<file path="src/inc/psc_consts.svh">
// pin state control constants: pin group sizes, reset values and bus offsets
`ifndef PSC_CONSTS_SVH
`define PSC_CONSTS_SVH

`define PSC_NPIN          32
`define PSC_NIRQ          16
`define PSC_ADDR_W        4
// -------------------------------------------------------------------
// register offsets (byte addresses)
// -------------------------------------------------------------------
`define PSC_OFF_CTRL      4'h0
`define PSC_OFF_STATUS    4'h4
`define PSC_OFF_IRQSEL    4'h8
`define PSC_OFF_ANALOG    4'hc
// -------------------------------------------------------------------
// control register fields and register reset values
// -------------------------------------------------------------------
`define PSC_CTRL_FLOAT    0
`define PSC_CTRL_EXTBUS   1
`define PSC_CTRL_RST      2'h0
`define PSC_IRQSEL_RST    32'h0000_0000
`define PSC_ANALOG_RST    32'h0000_0000

`endif

</file>
<file path="src/inc/psc_pkg.sv">
// pin state control types
package psc_pkg;
    typedef enum logic [2:0] {
        PSC_INIT_LOW,
        PSC_INIT_REL,
        PSC_RUN,
        PSC_SLEEP,
        PSC_STOP
    } psc_mode_e;
endpackage : psc_pkg

</file>
<file path="src/core/psc_pin_gate.sv">
// per-pin output driver and input gate
`timescale 1ns/1ns
module psc_pin_gate (
    input  wire logic clk_sys_i,
    input  wire logic rst_i,
    input  wire logic hold_i,
    input  wire logic hiz_i,
    input  wire logic force0_i,
    input  wire logic core_out_i,
    input  wire logic core_oe_i,
    input  wire logic pad_in_i,
    output logic      pad_out_o,
    output logic      pad_oe_o,
    output logic      core_in_o
);
    typedef struct packed {
        logic out;
        logic oe;
    } psc_gate_s;

    psc_gate_s st;
    psc_gate_s next_st;

    // latch the drive while awake, freeze it while holding
    always_comb begin
        next_st = st;
        if (!hold_i) begin
            next_st.out = core_out_i;
            next_st.oe  = core_oe_i;
        end
    end

    always_ff @(posedge clk_sys_i) begin
        if (rst_i) begin
            st <= '0;
        end else begin
            st <= next_st;
        end
    end

    // combinational selection so a new state takes effect at once
    assign pad_out_o = hold_i ? st.out : core_out_i;
    assign pad_oe_o  = hiz_i ? 1'b0 : (hold_i ? st.oe : core_oe_i);
    // the inward gate stays unregistered so a forced zero never lags the state change
    assign core_in_o = force0_i ? 1'b0 : pad_in_i;
endmodule : psc_pin_gate

</file>
<file path="src/core/psc_pin_state.sv">
// pin state control: drive and input gating of every pin by cpu state
`timescale 1ns/1ns
`include "psc_consts.svh"

// How it works
// init low: all outputs float, inputs disabled
// after init release: float, inputs on, analog zero
// sleep or stop without float: hold state
// stop with float: float and zero inputs
// forced inputs read constant zero inward
// nonmaskable irq input usable in every state
// float stop: enabled irq pins keep input
// disabled inputs never reach internal logic
// bus pins follow state; wait input handled
// state decode acts in same cycle
module psc_pin_state
    import psc_pkg::*;
(
    input  wire logic                     clk_sys_i,
    input  wire logic                     rst_i,
    input  wire logic                     init_pin_low_active_i,
    input  wire logic                     sleep_i,
    input  wire logic                     stop_i,
    input  wire logic [`PSC_NPIN-1:0]     core_out_i,
    input  wire logic [`PSC_NPIN-1:0]     core_oe_i,
    input  wire logic [`PSC_NPIN-1:0]     pad_in_i,
    output logic      [`PSC_NPIN-1:0]     pad_out_o,
    output logic      [`PSC_NPIN-1:0]     pad_oe_o,
    output logic      [`PSC_NPIN-1:0]     core_in_o,
    input  wire logic [`PSC_NIRQ-1:0]     ext_irq_enable_i,
    input  wire logic                     nonmaskable_irq_pin_i,
    output logic                          nonmaskable_irq_o,
    input  wire logic                     bus_wait_pin_i,
    output logic                          bus_wait_o,
    input  wire logic [`PSC_ADDR_W-1:0]   avs_address,
    input  wire logic                     avs_read,
    input  wire logic                     avs_write,
    input  wire logic [31:0]              avs_writedata,
    input  wire logic [3:0]               avs_byteenable,
    output logic      [31:0]              avs_readdata,
    output logic                          avs_waitrequest,
    output psc_mode_e                     mode_o
);
    // ---------------------------------------------------------------
    // state
    // ---------------------------------------------------------------
    typedef struct packed {
        logic [1:0]            ctrl;
        logic [`PSC_NPIN-1:0]  irqsel;
        logic [`PSC_NPIN-1:0]  analog;
        logic                  was_init;
        logic                  ack;
        logic [31:0]           rdata;
    } psc_state_s;

    psc_state_s st;
    psc_state_s next_st;
    psc_mode_e  mode;

    // byte-lane merge used by every writable register
    function automatic logic [31:0] psc_merge(input logic [31:0] old,
                                              input logic [31:0] wd,
                                              input logic [3:0]  be);
        logic [31:0] r;
        r = old;
        for (int i = 0; i < 4; i++) begin
            if (be[i]) begin
                r[i*8 +: 8] = wd[i*8 +: 8];
            end
        end
        return r;
    endfunction : psc_merge

    // ---------------------------------------------------------------
    // cpu state decode
    // ---------------------------------------------------------------
    // init low wins over everything, release state lasts until the cpu
    // reports sleep/stop or software acknowledges via any register write
    always_comb begin
        if (!init_pin_low_active_i) begin
            mode = PSC_INIT_LOW;
        end else if (stop_i) begin
            mode = PSC_STOP;
        end else if (sleep_i) begin
            mode = PSC_SLEEP;
        end else if (st.was_init) begin
            mode = PSC_INIT_REL;
        end else begin
            mode = PSC_RUN;
        end
    end

    logic float_on;
    logic extbus;
    logic hold;
    logic hiz_all;
    logic in_off_all;
    assign float_on   = st.ctrl[`PSC_CTRL_FLOAT];
    assign extbus     = st.ctrl[`PSC_CTRL_EXTBUS];
    // hold covers sleep and non-float stop
    assign hold       = (mode == PSC_SLEEP) || (mode == PSC_STOP && !float_on);
    assign hiz_all    = (mode == PSC_INIT_LOW) || (mode == PSC_INIT_REL)
                        || (mode == PSC_STOP && float_on);
    assign in_off_all = (mode == PSC_INIT_LOW) || (mode == PSC_STOP && float_on);

    // ---------------------------------------------------------------
    // per-pin gating
    // ---------------------------------------------------------------
    genvar g;
    generate
        for (g = 0; g < `PSC_NPIN; g++) begin : g_pin
            logic f0;
            logic irq_ok;
            if (g < `PSC_NIRQ) begin : g_irq
                assign irq_ok = st.irqsel[g] && ext_irq_enable_i[g];
            end else begin : g_plain
                assign irq_ok = 1'b0;
            end
            assign f0 = (in_off_all && !(mode == PSC_STOP && irq_ok))
                        || (mode == PSC_INIT_REL && st.analog[g]);
            psc_pin_gate u_gate (
                .clk_sys_i  (clk_sys_i),
                .rst_i      (rst_i),
                .hold_i     (hold),
                .hiz_i      (hiz_all),
                .force0_i   (f0),
                .core_out_i (core_out_i[g]),
                .core_oe_i  (core_oe_i[g]),
                .pad_in_i   (pad_in_i[g]),
                .pad_out_o  (pad_out_o[g]),
                .pad_oe_o   (pad_oe_o[g]),
                .core_in_o  (core_in_o[g])
            );
        end
    endgenerate

    // nonmaskable pin bypasses all gating
    assign nonmaskable_irq_o = nonmaskable_irq_pin_i;
    // wait input off in init and float stop; bus mode also keeps it off after release
    assign bus_wait_o = (in_off_all || (extbus && mode == PSC_INIT_REL)) ? 1'b0
                        : bus_wait_pin_i;
    assign mode_o     = mode;

    // ---------------------------------------------------------------
    // register bus
    // ---------------------------------------------------------------
    // one wait state per access keeps read data registered
    assign avs_waitrequest = (avs_read || avs_write) && !st.ack;
    assign avs_readdata    = st.rdata;

    always_comb begin
        next_st = st;
        next_st.ack = (avs_read || avs_write) && !st.ack;
        // init low wins over a clearing write in the same cycle
        if (mode == PSC_INIT_LOW) begin
            next_st.was_init = 1'b1;
        end else if (mode == PSC_SLEEP || mode == PSC_STOP || (avs_write && st.ack)) begin
            next_st.was_init = 1'b0;
        end
        // a write lands only on the edge that sees waitrequest low
        if (avs_write && st.ack) begin
            case (avs_address)
                `PSC_OFF_CTRL: begin
                    next_st.ctrl = 2'(psc_merge({30'h0, st.ctrl}, avs_writedata,
                                                avs_byteenable));
                end
                `PSC_OFF_IRQSEL: begin
                    next_st.irqsel = psc_merge(st.irqsel, avs_writedata,
                                               avs_byteenable) & 32'h0000_ffff;
                end
                `PSC_OFF_ANALOG: begin
                    next_st.analog = psc_merge(st.analog, avs_writedata,
                                               avs_byteenable);
                end
                default: begin
                end
            endcase
        end
        if (avs_read && !st.ack) begin
            case (avs_address)
                `PSC_OFF_CTRL:   next_st.rdata = {30'h0, st.ctrl};
                `PSC_OFF_STATUS: next_st.rdata = {29'h0, mode};
                `PSC_OFF_IRQSEL: next_st.rdata = st.irqsel;
                `PSC_OFF_ANALOG: next_st.rdata = st.analog;
                default:         next_st.rdata = 32'h0000_0000;
            endcase
        end
    end

    always_ff @(posedge clk_sys_i) begin
        if (rst_i) begin
            st.ctrl     <= `PSC_CTRL_RST;
            st.irqsel   <= `PSC_IRQSEL_RST;
            st.analog   <= `PSC_ANALOG_RST;
            st.was_init <= 1'b1;
            st.ack      <= 1'b0;
            st.rdata    <= 32'h0000_0000;
        end else begin
            st <= next_st;
        end
    end
endmodule : psc_pin_state

</file>
<file path="config.mk">
export PLATFORM = sky130hd
export DESIGN_NAME = psc_pin_state
export DESIGN_NICKNAME = d
export VERILOG_FILES = /design/src/inc/psc_pkg.sv /design/src/core/psc_pin_gate.sv /design/src/core/psc_pin_state.sv
export VERILOG_INCLUDE_DIRS = /design/src /design/src/inc
export SDC_FILE = /design/constraint.sdc
export NUM_CORES = 1
export LEC_CHECK = 0
export BUFFER_PORTS_ARGS = -buffer_cell sky130_fd_sc_hd__clkbuf_2
export CELL_PAD_IN_SITES_DETAIL_PLACEMENT = 0
export CELL_PAD_IN_SITES_GLOBAL_PLACEMENT = 2
export CORE_UTILIZATION = 25
export CTS_CLUSTER_DIAMETER = 100
export DETAILED_ROUTE_END_ITERATION = 8
export GPL_ROUTABILITY_DRIVEN = 0
export PLACE_DENSITY_LB_ADDON = 0.1
export SKIP_CTS_REPAIR_TIMING = 1
export SYNTH_ARGS = -nofsm -noshare
export SYNTH_HDL_FRONTEND = slang
export SYNTH_SLANG_ARGS = --single-unit
</file>
<file path="constraint.sdc">
create_clock -name clk_sys_i -period 2 [get_ports clk_sys_i]
set_clock_uncertainty 0.15 [all_clocks]
set_input_delay 0.3 -clock clk_sys_i [delete_from_list [all_inputs] [get_ports clk_sys_i]]
set_output_delay 0.3 -clock clk_sys_i [all_outputs]
set_load 0.1 [all_outputs]
</file>
==> impl_metrics.env <==
export IMPL_status="finished, violations left"
export IMPL_violations="negative hold slack, negative setup slack"
export IMPL_r2r_cells=6
export IMPL_worstSkewPairLatency_ns=0.42
export IMPL_hold_path_class="in2reg"
export IMPL_min_to="st[70]"
export IMPL_synth_nets=1004
export IMPL_antenna_cells=0
export IMPL_synthCells=843
export IMPL_cap_violations=0
export IMPL_clock_sinks=148
export IMPL_cts_buffers=17
export IMPL_drtIter0Drc=261
export IMPL_syn_area_um2=7308
export IMPL_drc=0
export IMPL_rrSetupSlack_ns=0.15
export IMPL_htreeDepth=4
export IMPL_cts_root_buf="clkbuf_16"
export IMPL_core_um2=28700
export IMPL_cp_required_ns=1.55
export IMPL_vias=6226
export IMPL_port_buffers=292
export IMPL_drt_antenna_violating_nets=0
export IMPL_cp_slowest_cell="mux2_2"
export IMPL_cp_common_cell="buf_12"
export IMPL_setup_tns_ns=-34.27
export IMPL_holdPathStages=3
export IMPL_grt_usage_pct=15.33
export IMPL_syn_to_final_growth_pct=60.56
export IMPL_power_mw=9.175
export IMPL_drive_gt1_share_pct=46.32
export IMPL_grt_ovfl_total=0
export IMPL_layout_nets=1237
export IMPL_final_hold_worst_slack_ns=-0.01737
export IMPL_path_cells="and2b_1 -> o21ai_4 -> buf_12 -> buf_12 -> mux2_2 -> buf_12"
export IMPL_synth_edff_count=0
export IMPL_rows=62
export IMPL_cp_start_kind="flop"
export IMPL_finalCriticalPeriod_ns=2.487
export IMPL_fill_cells=2913
export IMPL_detailed_place_area_um2=10030
export IMPL_async_reset_ff_share_pct=0
export IMPL_worstHoldStart="avs_writedata[4]"
export IMPL_die_h_um=173.0
export IMPL_yosysWarnings=0
export IMPL_cp_arrival_ns=2.04
export IMPL_setup_slack_ns=-0.4867
export IMPL_worst_path_buf_inv=3
export IMPL_timing_rr_start="float_on"
export IMPL_p_leak_nw=5.041
export IMPL_start_util_pct=25.46
export IMPL_antenna_found_initial=0
export IMPL_clk_path_buf_depth=2
export IMPL_seq_area_frac_synth_pct=40.54
export IMPL_die_area_um2=29920
export IMPL_vias_per_cell=4.230
export IMPL_criticalPathCategory="reg2out"
export IMPL_cp_max_fo=16
export IMPL_drv_slew=0
export IMPL_hold_viol=11
export IMPL_cts_tree="yes"
export IMPL_die_x_um=173.0
export IMPL_relSlewSlack_pct=60.98
export IMPL_synth_cell_types=36
export IMPL_ios=295
export IMPL_syn_area_per_cell_um2=8.669
export IMPL_post_drt_wl_per_cell_um=16.45
export IMPL_synth_ff_type="dfxtp_1"
export IMPL_period_share_pct=124.3
export IMPL_path_clk_slew_ns=0.06
export IMPL_max_freq_mhz=402.1
export IMPL_crit_family="buffers and inverters"
export IMPL_r2r_end="g_pin[3].u_gate.st[1]"
export IMPL_finalSetupViolations=97
export IMPL_grt_max_degree=76
export IMPL_cpPeakStageDelay_ns=0.38
export IMPL_rsz0062_at_grt="true"
export IMPL_synth_seq_cells=148
export IMPL_grt_pass1_wl_um=35590
export IMPL_design_area_um2=11730
export IMPL_worstSetupEndpointType="primary output"
export IMPL_drt_pass1_iterations=6
export IMPL_routed_wl_um=24210
export IMPL_vdd_drop_max_uv=678.8
export IMPL_dp_hpwl_um=16910
export IMPL_grt_pass1_vias=6062
export IMPL_powerDensity_nw_per_um2=781.9
export IMPL_tightestPinTransition_ns=0.5878
final cells by class:
type,instances,area [µm²],area share (%)
clock buffer,19,452.9,3.860
tap,384,480.5,4.095
sequential,148,2965,25.27
inverter,1,3.754,0.03199
clock inverter,12,167.7,1.429
timing repair buffer,396,4088,34.84
multi-input combinational,512,3576,30.48
cells by family after synthesis:
| group | count (synthesis) | synth area share (%) |
|---|---|---|
| AOI/OAI and AO/OA | 90 | 7.447 |
| buffers and inverters | 183 | 17.07 |
| DFF | 148 | 40.54 |
| muxes | 112 | 16.13 |
| and+or+nand+nor | 310 | 18.82 |
worst register-to-register path: cells and delay by family, from the launching register on:
kind / cells / cell delay, ns
and+or+nand+nor: 2 / 0.37
buffers and inverters: 2 / 0.34
DFF: 1 / 0.35
muxes: 1 / 0.38
AOI/OAI and AO/OA: 1 / 0.17
where the power goes:
group	internal [mW]	total [mW]	switching [mW]	leakage, nW
Combinational	1.04	2.65	1.61	3.53
Sequential	3.04	3.08	0.0369	1.21
Clock	2.05	3.45	1.39	0.301
Total	6.14	9.18	3.04	5.04
cell usage after synthesis (2+ instances only):
| cell | instances | area [µm²] |
|---|---|---|
| nand3_1 | 34 | 170.2 |
| buf_2 | 10 | 50.05 |
| nor2_1 | 106 | 397.9 |
| buf_4 | 131 | 983.4 |
| and2_1 | 35 | 219.0 |
| a221oi_1 | 16 | 140.1 |
| mux2_2 | 38 | 427.9 |
| a21oi_1 | 66 | 330.3 |
| clkbuf_1 | 33 | 123.9 |
| buf_8 | 3 | 45.04 |
| nor2b_1 | 4 | 25.02 |
| nand2_1 | 111 | 416.7 |
| mux2i_1 | 66 | 660.6 |
| buf_1 | 2 | 7.510 |
| a22oi_1 | 2 | 15.01 |
| buf_6 | 3 | 33.78 |
| dfxtp_1 | 148 | 2963 |
| nor3_1 | 2 | 10.01 |
| nor4b_1 | 3 | 26.28 |
| mux2_1 | 8 | 90.09 |
| and3_1 | 5 | 31.28 |
| nand2b_1 | 3 | 18.77 |
worst max path at each step:
stage | depth (start not counted) | endpoint | from | slack, ns
5_1_grt | 6 | pad_out_o[3] | float_on | -0.57
3_3_place_gp | 7 | pad_oe_o[18] | stop_i | -0.14
2_1_floorplan | 2 | mode_o[0] | stop_i | -0.21
4_1_cts | 5 | pad_out_o[1] | float_on | -0.54
3_5_place_dp | 6 | pad_out_o[1] | stop_i | -0.16
6_report | 6 | pad_out_o[3] | float_on | -0.49
flip-flops by register name, indices dropped and copies added (netlist names):
name,flops
avs_readdata,32
extbus,1
float_on,1
g_pin.u_gate.st,64
st,50
cell usage in the layout (no fill, tap or decap), drive strengths merged, types with 4 or more instances in the layout:
master	netlist	routed
nor2b	4	4
inv	1	6
and3	5	5
a221oi	16	16
dfxtp	148	148
and2	35	35
clkbuf	33	213
nand2	111	111
nor2	106	106
nand3	35	35
mux2	46	46
buf	149	162
a21oi	66	66
dlygate4sd3	0	40
mux2i	66	66
per-stage QoR:
step / utilization [%] / instances / setup WS [ns]
2_1_floorplan: - / 843 / -0.2113
3_3_place_gp: 34.93 / 1387 / -0.1443
3_5_place_dp: 34.93 / 1387 / -0.1615
4_1_cts: 37.10 / 1418 / -0.5445
5_1_grt: 40.88 / 1472 / -0.5713
6_report: 40.88 / 1472 / -0.4867
metal layers:
layer / vias up / GRT usage [%] / routed length (µm)
met2: 170 / 25.47 / 11670
met3: 6 / 5.981 / 1693
met4: 0 / 3.097 / 123
met1: 2902 / 18.72 / 10730
li1: 3148 / - / -
met5: - / 0 / 0
Note: power is estimated with default switching activity, not from simulation.
